--- config.mk ---
export PLATFORM = sky130hd
export DESIGN_NAME = per_lane_drive_eq_regs
export DESIGN_NICKNAME = d
export VERILOG_FILES = /design/src/rtl/lane_drive_pkg.sv /design/src/rtl/lane_reg_word.sv /design/src/rtl/per_lane_drive_eq_regs.sv
export SDC_FILE = /design/constraint.sdc
export NUM_CORES = 1
export LEC_CHECK = 0
export BUFFER_PORTS_ARGS = -buffer_cell sky130_fd_sc_hd__buf_4
export CAP_MARGIN = 10
export CORE_UTILIZATION = 52
export DETAILED_ROUTE_END_ITERATION = 7
export GPL_ROUTABILITY_DRIVEN = 0
export GPL_TIMING_DRIVEN = 0
export PLACE_DENSITY_LB_ADDON = 0.25
export SETUP_SLACK_MARGIN = 0.05
export SLEW_MARGIN = 20
export SYNTH_ARGS = -nofsm -noshare
export SYNTH_HDL_FRONTEND = slang
export SYNTH_SLANG_ARGS = --single-unit
--- constraint.sdc ---
create_clock -name clock -period 3.2 [get_ports clock]
set_input_delay 0.8 -clock clock [delete_from_list [all_inputs] [get_ports clock]]
set_output_delay 0.8 -clock clock [all_outputs]
set_load 0.005 [all_outputs]
--- src/rtl/lane_drive_pkg.sv ---
// Constants for the per-lane drive and equalizer register bank
package lane_drive_pkg;
   localparam int ADDR_W = 8;
   localparam int DATA_W = 8;
   localparam int LANES = 3;
   localparam logic [7:0] LANE0_DRIVE_OFS = 8'h32;
   localparam logic [7:0] LANE1_DRIVE_OFS = 8'h33;
   localparam logic [7:0] LANE2_DRIVE_OFS = 8'h34;
   localparam logic [7:0] RSVD_A_OFS = 8'h35;
   localparam logic [7:0] RSVD_B_OFS = 8'h4D;
   localparam logic [7:0] EQ_L1L2_OFS = 8'h4E;
   localparam logic [7:0] EQ_CLKL0_OFS = 8'h4F;
   // Field positions
   localparam int SWING_HI = 7;
   localparam int SWING_LO = 5;
   localparam int EMPH_HI = 4;
   localparam int EMPH_LO = 3;
   localparam int EQ_HI_HI = 7;
   localparam int EQ_HI_LO = 4;
   localparam int EQ_LO_HI = 3;
   localparam int EQ_LO_LO = 0;
   // Mode control bit positions
   localparam int MODE_ALT_BIT = 5;
   localparam int MODE_INDIV_BIT = 6;
   localparam int MODE_SWAP_BIT = 7;
   // Reset values and fixed emphasis and read codes
   localparam logic [2:0] SWING_RST = 3'h0;
   localparam logic [1:0] EMPH_RST = 2'h0;
   localparam logic [3:0] EQ_RST = 4'h0;
   localparam logic EN_RST = 1'b1;
   localparam logic [1:0] EMPH_NONE = 2'h0;
   localparam logic [1:0] EMPH_RSVD = 2'h3;
   localparam logic [7:0] READ_ZERO = 8'h00;
endpackage : lane_drive_pkg

--- src/rtl/lane_reg_word.sv ---
// One byte-wide configuration register with write strobe and reset value
`timescale 1ns/1ps
module lane_reg_word #(
   parameter int WIDTH = 8,
   parameter logic [WIDTH-1:0] RESET_VALUE = '0
) (
   input wire logic clock,
   input wire logic rstN,
   input wire logic wrEn,
   input wire logic [WIDTH-1:0] wrMask,
   input wire logic [WIDTH-1:0] wrData,
   output logic [WIDTH-1:0] value
);
   // Masked update keeps unwritable bits at their held value
   always_ff @(posedge clock or negedge rstN) begin
      if (!rstN) begin
         value <= RESET_VALUE;
      end else if (wrEn) begin
         value <= (value & ~wrMask) | (wrData & wrMask);
      end
   end
endmodule : lane_reg_word

--- src/rtl/per_lane_drive_eq_regs.sv ---
// Per-lane swing, pre-emphasis, equalizer and enable register bank
`timescale 1ns/1ps
module per_lane_drive_eq_regs
   import lane_drive_pkg::*;
(
   input wire logic clock,
   input wire logic arst_n,
   input wire logic wrStrobe,
   input wire logic rdStrobe,
   input wire logic [lane_drive_pkg::ADDR_W-1:0] regAddr,
   input wire logic [lane_drive_pkg::DATA_W-1:0] wrData,
   input wire logic [7:0] modeControl,
   input wire logic [2:0] globalSwing,
   input wire logic [1:0] globalEmphasis,
   input wire logic [3:0] laneEnableIn,
   input wire logic clockOnLaneTwo,
   output logic [lane_drive_pkg::DATA_W-1:0] rdData,
   output logic rdValid,
   output logic [8:0] laneSwing,
   output logic [5:0] laneEmphasis,
   output logic [15:0] laneEqualizer,
   output logic [3:0] laneActive
);
   import lane_drive_pkg::*;

   logic rstMeta;
   logic rstN;
   logic [7:0] driveReg [LANES];
   logic [7:0] eqL1L2;
   logic [7:0] eqClkL0;
   logic altMode;
   logic indivCtl;
   logic swapSet;
   logic [LANES-1:0] hitDrive;
   logic [7:0] next_rdData;
   logic [8:0] next_laneSwing;
   logic [5:0] next_laneEmphasis;
   logic [15:0] next_laneEqualizer;

   // Reset release through two flops
   always_ff @(posedge clock or negedge arst_n) begin
      if (!arst_n) begin
         rstMeta <= 1'b0;
         rstN <= 1'b0;
      end else begin
         rstMeta <= 1'b1;
         rstN <= rstMeta;
      end
   end

   // Mode bits decoded from the mode control register
   assign altMode = modeControl[MODE_ALT_BIT];
   assign indivCtl = modeControl[MODE_INDIV_BIT];
   assign swapSet = modeControl[MODE_SWAP_BIT];

   // Drive registers per data lane; bits 2:0 never stored
   generate
      for (genvar g = 0; g < LANES; g++) begin : gDrive
         logic [7:0] mask;
         always_comb begin
            mask = 8'hF8;
            if (g == 2 && !altMode && swapSet) begin
               mask = 8'hE0; // Lane 2 emphasis write ignored
            end
         end
         // Write hit on this lane's drive register
         assign hitDrive[g] = wrStrobe &&
            regAddr == LANE0_DRIVE_OFS + 8'(g);
         lane_reg_word #(
            .WIDTH(8),
            .RESET_VALUE({SWING_RST, EMPH_RST, 3'h0})
         ) uDrive (
            .clock(clock),
            .rstN(rstN),
            .wrEn(hitDrive[g]),
            .wrMask(mask),
            .wrData(wrData),
            .value(driveReg[g])
         );
      end
   endgenerate

   // Lane 1 and lane 2 equalizer nibbles
   always_ff @(posedge clock or negedge rstN) begin
      if (!rstN) begin
         eqL1L2 <= {EQ_RST, EQ_RST};
      end else if (wrStrobe && regAddr == EQ_L1L2_OFS) begin
         eqL1L2 <= wrData;
      end
   end

   // Clock lane and lane 0 equalizer nibbles
   always_ff @(posedge clock or negedge rstN) begin
      if (!rstN) begin
         eqClkL0 <= {EQ_RST, EQ_RST};
      end else if (wrStrobe && regAddr == EQ_CLKL0_OFS) begin
         eqClkL0 <= wrData;
      end
   end

   // Readback; reserved and unmapped read zero
   always_comb begin
      next_rdData = READ_ZERO;
      if (regAddr == LANE0_DRIVE_OFS) begin
         next_rdData = driveReg[0];
      end else if (regAddr == LANE1_DRIVE_OFS) begin
         next_rdData = driveReg[1];
      end else if (regAddr == LANE2_DRIVE_OFS) begin
         next_rdData = driveReg[2];
      end else if (regAddr == EQ_L1L2_OFS) begin
         next_rdData = eqL1L2;
      end else if (regAddr == EQ_CLKL0_OFS) begin
         next_rdData = eqClkL0;
      end
   end

   // Read data held until the next read
   always_ff @(posedge clock or negedge rstN) begin
      if (!rstN) begin
         rdData <= READ_ZERO;
      end else if (rdStrobe) begin
         rdData <= next_rdData;
      end
   end

   // Read answer strobe, one cycle after the request
   always_ff @(posedge clock or negedge rstN) begin
      if (!rstN) begin
         rdValid <= 1'b0;
      end else begin
         rdValid <= rdStrobe;
      end
   end

   // Effective per-lane swing and emphasis, one lane per pass
   generate
      for (genvar g = 0; g < LANES; g++) begin : gSelect
         logic [2:0] swingSel;
         logic [1:0] emphSel;
         logic plainClock;

         // Only lane 2 can carry the clock in the default video mode
         assign plainClock = (g == 2) && !altMode && clockOnLaneTwo;

         // Swing follows the lane register only under individual control
         always_comb begin
            swingSel = globalSwing;
            if (altMode && indivCtl) begin
               swingSel = driveReg[g][SWING_HI:SWING_LO];
            end
         end

         // Emphasis likewise; reserved code and clock lane stay plain
         always_comb begin
            emphSel = globalEmphasis;
            if (altMode && indivCtl) begin
               emphSel = driveReg[g][EMPH_HI:EMPH_LO];
            end
            if (emphSel == EMPH_RSVD) begin
               emphSel = EMPH_NONE; // Reserved code
            end
            if (plainClock) begin
               emphSel = EMPH_NONE; // Clock lane kept plain
            end
         end

         // Lane slices of the next output words
         assign next_laneSwing[g*3 +: 3] = swingSel;
         assign next_laneEmphasis[g*2 +: 2] = emphSel;
      end
   endgenerate

   // Equalizer codes reach the lanes only under individual control
   always_comb begin
      next_laneEqualizer = {EQ_RST, EQ_RST, EQ_RST, EQ_RST};
      if (altMode && indivCtl) begin
         next_laneEqualizer = {eqClkL0[EQ_HI_HI:EQ_HI_LO],
                               eqL1L2[EQ_LO_HI:EQ_LO_LO],
                               eqL1L2[EQ_HI_HI:EQ_HI_LO],
                               eqClkL0[EQ_LO_HI:EQ_LO_LO]};
      end
   end

   // Registered swing and emphasis outputs
   always_ff @(posedge clock or negedge rstN) begin
      if (!rstN) begin
         laneSwing <= {SWING_RST, SWING_RST, SWING_RST};
         laneEmphasis <= {EMPH_RST, EMPH_RST, EMPH_RST};
      end else begin
         laneSwing <= next_laneSwing;
         laneEmphasis <= next_laneEmphasis;
      end
   end

   // Registered equalizer output
   always_ff @(posedge clock or negedge rstN) begin
      if (!rstN) begin
         laneEqualizer <= {EQ_RST, EQ_RST, EQ_RST, EQ_RST};
      end else begin
         laneEqualizer <= next_laneEqualizer;
      end
   end

   // Registered lane enables
   always_ff @(posedge clock or negedge rstN) begin
      if (!rstN) begin
         laneActive <= {EN_RST, EN_RST, EN_RST, EN_RST};
      end else begin
         laneActive <= laneEnableIn; // Zero disables the lane
      end
   end
endmodule : per_lane_drive_eq_regs

Word-level counts from Yosys, hierarchy flattened
Cells that the tools add are included.
{"block": "op_classes", "reduce_logical": 9, "muxes": 17, "n_eq_ne": 8, "bitwise": 6}
{"operator": "8-bit 2-to-1 mux", "count": 5}
{"operator": "8-bit by 6-bit equality test with 1-bit output, second input constant", "count": 3}
{"operator": "8-bit AND", "count": 2}
{"operator": "8-bit by 7-bit equality test with 1-bit output, second input constant", "count": 2}
{"operator": "16-bit 2-to-1 mux", "count": 1}
{"operator": "3-bit by 8-bit bitwise OR with 8-bit output", "count": 2}
{"operator": "2-bit 2-to-1 mux", "count": 7}
{"operator": "3-bit 2-to-1 mux", "count": 3}
{"operator": "1-bit logical AND", "count": 8}
{"operator": "8-bit NOT", "count": 1}
{"operator": "8-bit bitwise OR", "count": 1}
{"operator": "2-bit equality test, second input constant", "count": 3}
{"operator": "5-bit 2-to-1 mux", "count": 1}
{"operator": "1-bit logical NOT", "count": 1}
{"block": "word_totals", "elab_cells": 53, "out_inout_bits": 44, "inputBits": 38, "register_bits": 86}

Longest topological paths before layout
Gate-level depths: netlist (run 1).
{"block": "depth", "word_depth": 6, "depth_mapped": 6, "mapped_depth_nobuf": 4}

Modules after synthesis
Synthesis (run 1) repeated with hierarchy kept, for this count alone.
{"block": "hier_totals", "hier_cells": 309, "area_unflattened_um2": 3847.4}
{"module": "per_lane_drive_eq_regs", "cells_each": 234, "area_per_inst_um2": 2762.6, "n_inst": 1, "seq_area_each_um2": 1556.5}
{"module": "lane_reg_word", "cells_each": 25, "area_per_inst_um2": 361.6, "n_inst": 3, "seq_area_each_um2": 200.2}

Worst setup path after synthesis (run 1)
Ideal clock, no wire load.
{"block": "synth_path", "path_kind": "input-to-reg", "from": "in regAddr[5] in the netlist's numbering", "to": "reg eqL1L2[0]", "t_arrival_ps": 2654, "required_time_ps": 3075, "stages": 6, "path_slack_ps": 421, "setup_ps": 125, "cell_sequence": "or4b_1 -> clkbuf_2 -> or3_1 -> buf_2 -> nor3b_4 -> mux2_2"}
{"block": "synth_between", "elab_chain_len": 2}
{"item": "start, declared", "line_no": "per_lane_drive_eq_regs.sv:10", "rtl": "input wire logic [lane_drive_pkg::ADDR_W-1:0] regAddr,"}
{"item": "8-bit by 7-bit equality test with 1-bit output", "line_no": "per_lane_drive_eq_regs.sv:87", "rtl": "end else if (wrStrobe && regAddr == EQ_L1L2_OFS) begin"}
{"item": "1-bit logical AND", "line_no": "per_lane_drive_eq_regs.sv:87"}
{"item": "end signal, assigned", "line_no": "per_lane_drive_eq_regs.sv:86", "rtl": "eqL1L2 <= {EQ_RST, EQ_RST};"}
{"item": "end signal, assigned", "line_no": "per_lane_drive_eq_regs.sv:88", "rtl": "eqL1L2 <= wrData;"}
{"item": "end, declared", "line_no": "per_lane_drive_eq_regs.sv:29", "rtl": "logic [7:0] eqL1L2;"}
Every way passes these cells.
A chain may end at the register's enable or synchronous reset.

Worst setup path in the final report (run 1)
{"block": "layout_path", "from": "in regAddr[5] in the netlist's numbering", "to": "reg eqL1L2[5]"}
The elaborated chain is that of the path after synthesis.

==> flow_metrics.tcl, run 1 <==
set metrics [dict create \
    clockPowerShare_pct 41.1 \
    root_buffer "clkbuf_8" \
    syn-mean-instance-area_sq_um 12.3 \
    cpMaxStageDelayCell "or4b_1" \
    clkTransAtPathRegs_ps 80 \
    cts_tree "done" \
    rows 27 \
    portBuffers 75 \
    antenna_found_initial 0 \
    rr_worst_depth 4 \
    dieWidth_microns 79.8 \
    cts_resized 0 \
    place_area_sq_um 3820 \
    syn-cell-area_sq_um 3140 \
    slew_violations 0 \
    ant_nets 0 \
    fin_crit_sh_pct 86.1 \
    drt_iter0_drc 114 \
    relSlewSlack_pct 58.2 \
    cts_max_path_buffers 2 \
    slowest_delay_ps 500 \
    rsz0062_at_grt "no" \
    wl_per_cell_microns 15.7 \
    syn_inst 256 \
    yosys_warnings 0 \
    synth.largest_area_cell "dfrtp_1" \
    synth.top_cells.by_area "dfrtp_1, mux2_2, nand2_1" \
    grt_max_degree 42 \
    ys_seq_area_share_pct 61.4 \
    synth_cell_types 36 \
    antennaDiodeCount 0 \
    finalSetupViolCount 0 \
    power.density_nw_per_um2 503 \
    synth_nets 294 \
    hold_path.class "in2async" \
    combPwrFrac_pct 7.8 \
    peakVddDrop_v 0.000337 \
    drcViolationCount 0 \
    design_area_sq_um 4050 \
    cts_max_level 3 \
    worstPathRequired_ps 3440 \
    final-hold-violation-count 0 \
    tightestPinTransition_ps 622 \
    core_area_sq_um 5680 \
    cts_buffers 9 \
    power.total_w 0.00204 \
    synth_ff_type "dfrtp_1" \
    p_switching_w 0.000459 \
    ys_ff_latch 77 \
    power.internal_w 0.00158 \
    r2r-end "rdData[6]" \
    async_flop_share_pct 100 \
    yosys.area.top_type_share_pct 58.1 \
    cp_cell_sequence "buf_4 > or4b_1 > clkbuf_2 > or3_1 > buf_2 > nor3b_4 > mux2_2" \
    die_area_sq_um 6360 \
    status "finished, final reports clean" \
    reg2reg_slack_ps 1860 \
    grt_pass1_wl_microns 10400 \
    area_delta_synth_final_pct 28.9 \
    avgViaCountPerCell 5.42 \
    p_leak_nw 2.08 \
    layout.cells.most_common_list "buf_4, dfrtp_1, mux2_2, nand2_1, and3_1" \
    fin_util_pct 71.4 \
    cp_data_arrival_time_ps 3000 \
    dp_hpwl_microns 4680 \
    cts_setup_buffers 0 \
    critical_path.max_fanout 8 \
    layout.nets 381 \
    synth-edff-count 0 \
    setup_tns_ps 0 \
    cts_sinks 77 \
    routed_wl_microns 6610 \
    period_needed_ps 2760 \
    dp.cells 404 \
    maxCapViolations 0 \
    fin_cells 420 \
    layout_commonest_cell "buf_4" \
    clock.fmax_ghz 0.363 \
    grt_pass1_vias 2254 \
    grt_overflow 0 \
    critPathCaptureType "register" \
    worst_skew_pair.late_latency_ps 350 \
    grt.total_usage_pct 22.5 \
    ios 82 \
    swShare_pct 22.5 \
    die_y_microns 79.8 \
    dr.pass1.iters 4 \
    finClkSkew_ps 7.12 \
    cts_hold_buf 0 \
    start_util_pct 55.4 \
    vias 2277 \
    timing.rr.start "gDrive[2].uDrive.value[6]" \
    p_seq_share_pct 51.1 \
    crit_type "in2reg" \
    critPathLaunchType "primary input" \
    drive_gt1_share_pct 40.5 \
]
[worst max path at each step]
stage	startpoint	end	depth (start not counted)
2_1_floorplan	regAddr[5]	eqL1L2[0]	6
3_3_place_gp	regAddr[5]	eqL1L2[5]	7
3_5_place_dp	regAddr[5]	eqL1L2[5]	7
4_1_cts	regAddr[5]	eqL1L2[5]	7
5_1_grt	regAddr[5]	eqL1L2[4]	7
6_report	regAddr[5]	eqL1L2[5]	7
[cells by family (layout without fill, tap and decap cells)]
| kind of cell | count (synthesis) | after routing | synth area share, % |
|---|---|---|---|
| muxes | 38 | 38 | 13.6 |
| AOI/OAI and AO/OA | 20 | 20 | 4.46 |
| and+or+nand+nor | 101 | 101 | 18.0 |
| buffers and inverters | 19 | 111 | 2.35 |
| DFF | 77 | 77 | 61.4 |
| other | 1 | 1 | 0.119 |
[through the flow]
step	hold slack, ps	setup slack, ps
after floorplan	331	421
after global placement	337	96.1
after detailed placement	332	74.3
after CTS	199	444
after global routing	196	355
final	211	444
[critical path, delay by kind of cell]
family,cells,cell delay (ps)
mux,1,400
buf+inv,3,460
simple gates,3,1330
[cells in the mapped netlist (2+ instances only)]
cell type,n
and3_1,16
inv_1,6
dfrtp_1,73
mux2_2,38
nor2_1,3
nand3b_1,9
nand2b_1,9
a21oi_1,5
o221ai_1,4
dfstp_2,4
nand2_1,35
or3b_2,2
a211oi_1,5
o22ai_1,3
and2_1,2
clkbuf_1,10
nand3_1,12
nor3b_1,2
[power groups by stage]
stage,Clock (W),Sequential [W],Combinational [W]
finish,0.000839,0.00104,0.000159
global route,0.000895,0.00105,0.000174
CTS,0.000851,0.00104,0.000160
detailed placement,0,0.00106,0.000160
global placement,0,0.00107,0.000145
floorplan,0,0.00106,0.0000648
[final cells by class]
class	count	area, sq um
Inverter	6	22.5
Sequential cell	77	1940
Clock buffer	11	151
Fill cell	417	1620
Clock inverter	5	81.3
Buffer	13	51.3
Multi-Input combinational cell	160	1140
Timing Repair Buffer	76	583
Tap cell	72	90.1
[sequential cells by signal (all words and copies together) (netlist names)]
name,flops
eqL1L2,8
laneActive,4
rdData,8
rdValid,1
laneSwing,9
gDrive.uDrive.value,15
rstMeta,1
rstN,1
laneEmphasis,6
eqClkL0,8
laneEqualizer,16
[layer usage]
layer  wire length (microns)  GRT usage (%)  up-vias
met3                     328           5.37       12
li1                        -              -     1074
met2                    3390           39.0       60
met1                    2760           26.2     1131
met5                       0              0        -
met4                     129           10.9        0
Power figures use the tool's default switching activity.
==> run 2: changes to the inputs <==
--- a/config.mk
+++ b/config.mk
@@ -5,9 +5,11 @@
 export SDC_FILE = /design/constraint.sdc
 export NUM_CORES = 1
 export LEC_CHECK = 0
+export ABC_AREA = 1
 export BUFFER_PORTS_ARGS = -buffer_cell sky130_fd_sc_hd__buf_4
 export CAP_MARGIN = 10
-export CORE_UTILIZATION = 52
+export CORE_MARGIN = 1
+export CORE_UTILIZATION = 53
 export DETAILED_ROUTE_END_ITERATION = 7
 export GPL_ROUTABILITY_DRIVEN = 0
 export GPL_TIMING_DRIVEN = 0
==> flow_metrics.tcl, run 2 <==
set metrics [dict create \
    status "finished, final reports clean" \
    timing.rr.start "eqClkL0[6]" \
    fin_cells 506 \
    tightestPinTransition_ps 564 \
    p_switching_w 0.000479 \
    async_flop_share_pct 100 \
    antenna_found_initial 0 \
    core_area_sq_um 5920 \
    synth_ff_type "dfrtp_1" \
    period_needed_ps 1760 \
    cp_cell_sequence "buf_4" \
    p_leak_nw 2.08 \
    layout.cells.most_common_list "buf_4, nand2_1, dfrtp_1, inv_1" \
    layout_commonest_cell "buf_4" \
    crit_type "reg2out" \
    critPathCaptureType "output port" \
    cts_resized 0 \
    synth_most_common_cell "nand2_1" \
    clock.fmax_ghz 0.567 \
    ys_seq_area_share_pct 59.4 \
    synth.largest_area_cell "dfrtp_1" \
    critPathBufInv 1 \
    nFillCells 461 \
    root_buffer "clkbuf_8" \
    clkTransAtPathRegs_ps 80 \
    reg_top3 "laneEqualizer (16), gDrive.uDrive.value (15), laneSwing (9)" \
    power.internal_w 0.00156 \
    slowest_delay_ps 520 \
    grt_max_degree 46 \
    cts_max_level 3 \
    setup_tns_ps 0 \
    rows 28 \
    die_y_microns 80.3 \
    top_register "laneEqualizer" \
    grt_overflow 0 \
    routed_wl_microns 6920 \
    yosys_warnings 0 \
    p_seq_share_pct 51.3 \
    dp.cells 490 \
    crit_end "laneActive[1]" \
    peakVddDrop_v 0.000385 \
    critical_path.max_fanout 1 \
    design_area_sq_um 4150 \
    dr.pass1.iters 6 \
    power.density_nw_per_um2 491 \
    synth_nets 377 \
    crit_start "laneActive[1]" \
    vias 2583 \
    portBuffers 75 \
    swShare_pct 23.5 \
    cts_setup_buffers 0 \
    wl_per_cell_microns 13.7 \
    rr_worst_depth 4 \
    grt_pass1_vias 2416 \
    layout.area.seq_sq_um 1940 \
    finalSetupViolCount 0 \
    slew_violations 0 \
    cpLargestDelayFamily "flip-flops" \
    grt_pass1_wl_microns 11400 \
    critPathLaunchType "register" \
    avgViaCountPerCell 5.10 \
    layout.nets 464 \
    synth.top_cells.by_area "dfrtp_1, nand2_1, nand3_1" \
    relSlewSlack_pct 62.4 \
    largest_reg_flops 16 \
    hold_slack_ps 209 \
    ios 82 \
    ys_ff_latch 77 \
    multi_input_area_sq_um 1080 \
    drive_gt1_share_pct 32.7 \
    clockPowerShare_pct 39.7 \
    synth_cell_types 24 \
    cts_max_path_buffers 2 \
    cts_sinks 77 \
    maxCapViolations 0 \
    cpMaxStageDelayCell "dfstp_2" \
    cp.depth 1 \
    die_area_sq_um 6450 \
    synth-edff-count 0 \
    yosys.area.top_type_share_pct 56.2 \
    final-hold-violation-count 0 \
    cts_tree "done" \
    cts_buffers 9 \
    ys_top_cells_by_count "nand2_1, dfrtp_1, inv_1" \
    syn-cell-area_sq_um 3250 \
    syn-mean-instance-area_sq_um 9.59 \
    place_area_sq_um 3930 \
    rsz0062_at_grt "no" \
    fin_crit_sh_pct 55.1 \
    drt_iter0_drc 142 \
    cts_hold_buf 0 \
    worst_skew_pair.late_latency_ps 350 \
    combPwrFrac_pct 9.0 \
    area_delta_synth_final_pct 27.6 \
    syn_inst 339 \
    hold_path.class "in2async" \
    dieWidth_microns 80.3 \
    dp_hpwl_microns 5010 \
    reg2reg_slack_ps 2270 \
    ant_nets 0 \
    finClkSkew_ps 10.1 \
    drcViolationCount 0 \
    grt.total_usage_pct 24.3 \
    r2r-end "rdData[6]" \
    antennaDiodeCount 0 \
    cp_data_arrival_time_ps 960 \
    start_util_pct 54.9 \
    worstPathRequired_ps 2400 \
]
==> run 2: metrics by stage <==
step	total power [W]	worst slack [ps]	util, %
after floorplan	0.00115	904	-
after global placement	0.00124	171	66.0
after detailed placement	0.00125	1330	66.4
after CTS	0.00205	1420	70.1
after global routing	0.00211	1390	70.1
final	0.00204	1440	70.1
==> run 2: how the worst min path moves through the flow <==
stage,cells past startpoint,startpoint,end,slack [ps]
after global routing,1,arst_n,rstMeta,190
final,1,arst_n,rstMeta,210
after detailed placement,0,rstN,laneSwing[8],270
after global placement,0,rstMeta,rstN,340
after floorplan,0,rstMeta,rstN,330
after CTS,1,arst_n,rstMeta,200
==> run 2: power by group through the flow <==
stage                     clock [W]  sequential [W]  combinational [W]
final                      0.000808         0.00105           0.000184
after CTS                  0.000822         0.00105           0.000186
after global placement            0         0.00107           0.000167
after detailed placement          0         0.00106           0.000185
after floorplan                   0         0.00107          0.0000820
after global routing       0.000854         0.00105           0.000206
==> run 2: cells by family (layout without fill, tap and decap cells) <==
family | Yosys count | in the layout | share of synthesized area (%)
AOI/OAI and AO/OA | 41 | 41 | 8.66
buffers and inverters | 55 | 147 | 7.35
DFF | 77 | 77 | 59.4
other | 1 | 1 | 0.115
and+or+nand+nor | 165 | 165 | 24.4
==> run 2: final cells by class <==
| cell class | instances | share of cell area, % |
|---|---|---|
| clock inverters | 4 | 1.75 |
| well taps | 75 | 2.26 |
| multi-input cells | 207 | 26.0 |
| repair buffers | 76 | 14.1 |
| plain buffers | 9 | 1.60 |
| inverters | 46 | 4.16 |
| clock buffers | 12 | 3.50 |
| flip-flops and latches | 77 | 46.7 |
==> run 2: per-layer routing <==
metal	track usage (%)	share of wire [%]	vias to the layer above	routed length [microns]
met5	0	0	-	0
li1	-	-	1240	-
met2	38.6	48	85	3340
met4	8.93	2.0	0	135
met1	31.5	43	1245	2990
met3	7.05	6.6	13	457
==> run 3: changes to the inputs <==
==> constraint.sdc (replaced) <==
create_clock -name clock -period 1.7 [get_ports clock]
set_input_delay 0.425 -clock clock [delete_from_list [all_inputs] [get_ports clock]]
set_output_delay 0.425 -clock clock [all_outputs]
set_load 0.005 [all_outputs]
==> flow_metrics.tcl, run 3 (synthesis results as in run 2) <==
set metrics [dict create \
    finClkSkew_ps 5.19 \
    fin_cells 507 \
    drt_iter0_drc 216 \
    ant_nets 0 \
    critPathLaunchType "register" \
    area_delta_synth_final_pct 27.6 \
    period_needed_ps 1400 \
    grt_overflow 0 \
    clock.fmax_ghz 0.713 \
    hold_path.class "in2reg" \
    routed_wl_microns 6850 \
    wl_per_cell_microns 13.5 \
    worst_skew_pair.late_latency_ps 350 \
    layout.nets 465 \
    antenna_found_initial 0 \
    power.density_nw_per_um2 890 \
    clkTransAtPathRegs_ps 80 \
    slew_violations 0 \
    cpMaxStageDelayCell "dfstp_2" \
    critical_path.max_fanout 1 \
    vias 2540 \
    cpLargestDelayFamily "flip-flops" \
    start_util_pct 54.9 \
    grt_pass1_wl_microns 11000 \
    finalSetupViolCount 0 \
    avgViaCountPerCell 5.01 \
    cts_max_path_buffers 2 \
    cts_max_level 3 \
    setup_tns_ps 0 \
    crit_type "reg2out" \
    power.total_w 0.00369 \
    fin_crit_sh_pct 82.5 \
    ios 82 \
    top_register "laneEqualizer" \
    grt_max_degree 55 \
    p_leak_nw 2.08 \
    cp_cell_sequence "buf_4" \
    drive_gt1_share_pct 33.1 \
    reg_top3 "laneEqualizer (16), gDrive.uDrive.value (15), laneSwing (9)" \
    antennaDiodeCount 0 \
    cts_sinks 77 \
    worstPathRequired_ps 1270 \
    status "finished, final reports clean" \
    drcViolationCount 0 \
    cts_hold_buf 1 \
    cts_resized 0 \
    final-hold-violation-count 0 \
    peakVddDrop_v 0.000527 \
    cts_tree "done" \
    die_area_sq_um 6450 \
    dp.cells 490 \
    relSlewSlack_pct 65.5 \
    root_buffer "clkbuf_8" \
    maxCapViolations 0 \
    layout.cells.most_common_list "buf_4, nand2_1, dfrtp_1, inv_1" \
    tightestPinTransition_ps 517 \
    critPathCaptureType "output port" \
    critPathBufInv 1 \
    slowest_delay_ps 530 \
    core_area_sq_um 5920 \
    dr.pass1.iters 5 \
    dieWidth_microns 80.3 \
    die_y_microns 80.3 \
    cts_setup_buffers 0 \
    grt_pass1_vias 2376 \
    largest_reg_flops 16 \
    cts_buffers 9 \
    rows 28 \
    grt.total_usage_pct 23.4 \
    dp_hpwl_microns 4930 \
    rsz0062_at_grt "no" \
    portBuffers 75 \
    layout_commonest_cell "buf_4" \
    cp_data_arrival_time_ps 980 \
]
==> run 3: cell type report <==
type | instances | area [sq um]
fill | 472 | 1770
tap | 75 | 93.8
timing repair buffer | 77 | 601
inverter | 46 | 173
buffer | 9 | 66.3
sequential | 77 | 1940
multi-input combinational | 207 | 1080
clock inverter | 7 | 75.1
clock buffer | 9 | 124
==> run 3: layer usage <==
layer | vias up | part of all wire (%) | global-route usage (%)
li1 | 1233 | - | -
met1 | 1217 | 44 | 31.2
met2 | 76 | 48 | 36.0
met3 | 14 | 6.2 | 4.77
met4 | 0 | 2.1 | 12.5
met5 | - | 0 | 0
==> run 3: report_power, final <==
| part | leakage (nW) | switching (W) | total [W] | internal (W) |
|---|---|---|---|---|
| Sequential | 1.02 | 0.0000525 | 0.00196 | 0.00191 |
| Combinational | 0.955 | 0.000191 | 0.000351 | 0.000160 |
| Clock | 0.104 | 0.000692 | 0.00138 | 0.000685 |
==> run 3: worst paths after layout <==
check,start,end,slack [ps],depth (start not counted)
setup / recovery,laneActive[3],laneActive[3],300,1
hold / removal,laneEnableIn[0],laneActive[0],170,1
setup reg to reg,eqClkL0[6],rdData[6],690,4
hold reg to reg,rstN,laneEqualizer[6],230,0
max in group asynchronous,rstN,laneActive[1],870,1
min in group asynchronous,rstN,laneEqualizer[6],230,0
==> run 3: per-stage QoR <==
stage	util, %	setup WS [ps]	hold WS, ps	area (sq um)
3_3_place_gp	66.0	-2.93	207	3910
6_report	70.1	298	172	4150
3_5_place_dp	66.5	198	210	3940
5_1_grt	70.1	270	159	4150
4_1_cts	70.1	286	166	4150
2_1_floorplan	-	396	129	3250
==> run 3: worst reg2reg max path: stages, from the launching register on <==
cell and delay, ps:
dfrtp_1 420, nand3_1 100, nand3_1 70, o21bai_1 220
nand2_1 80
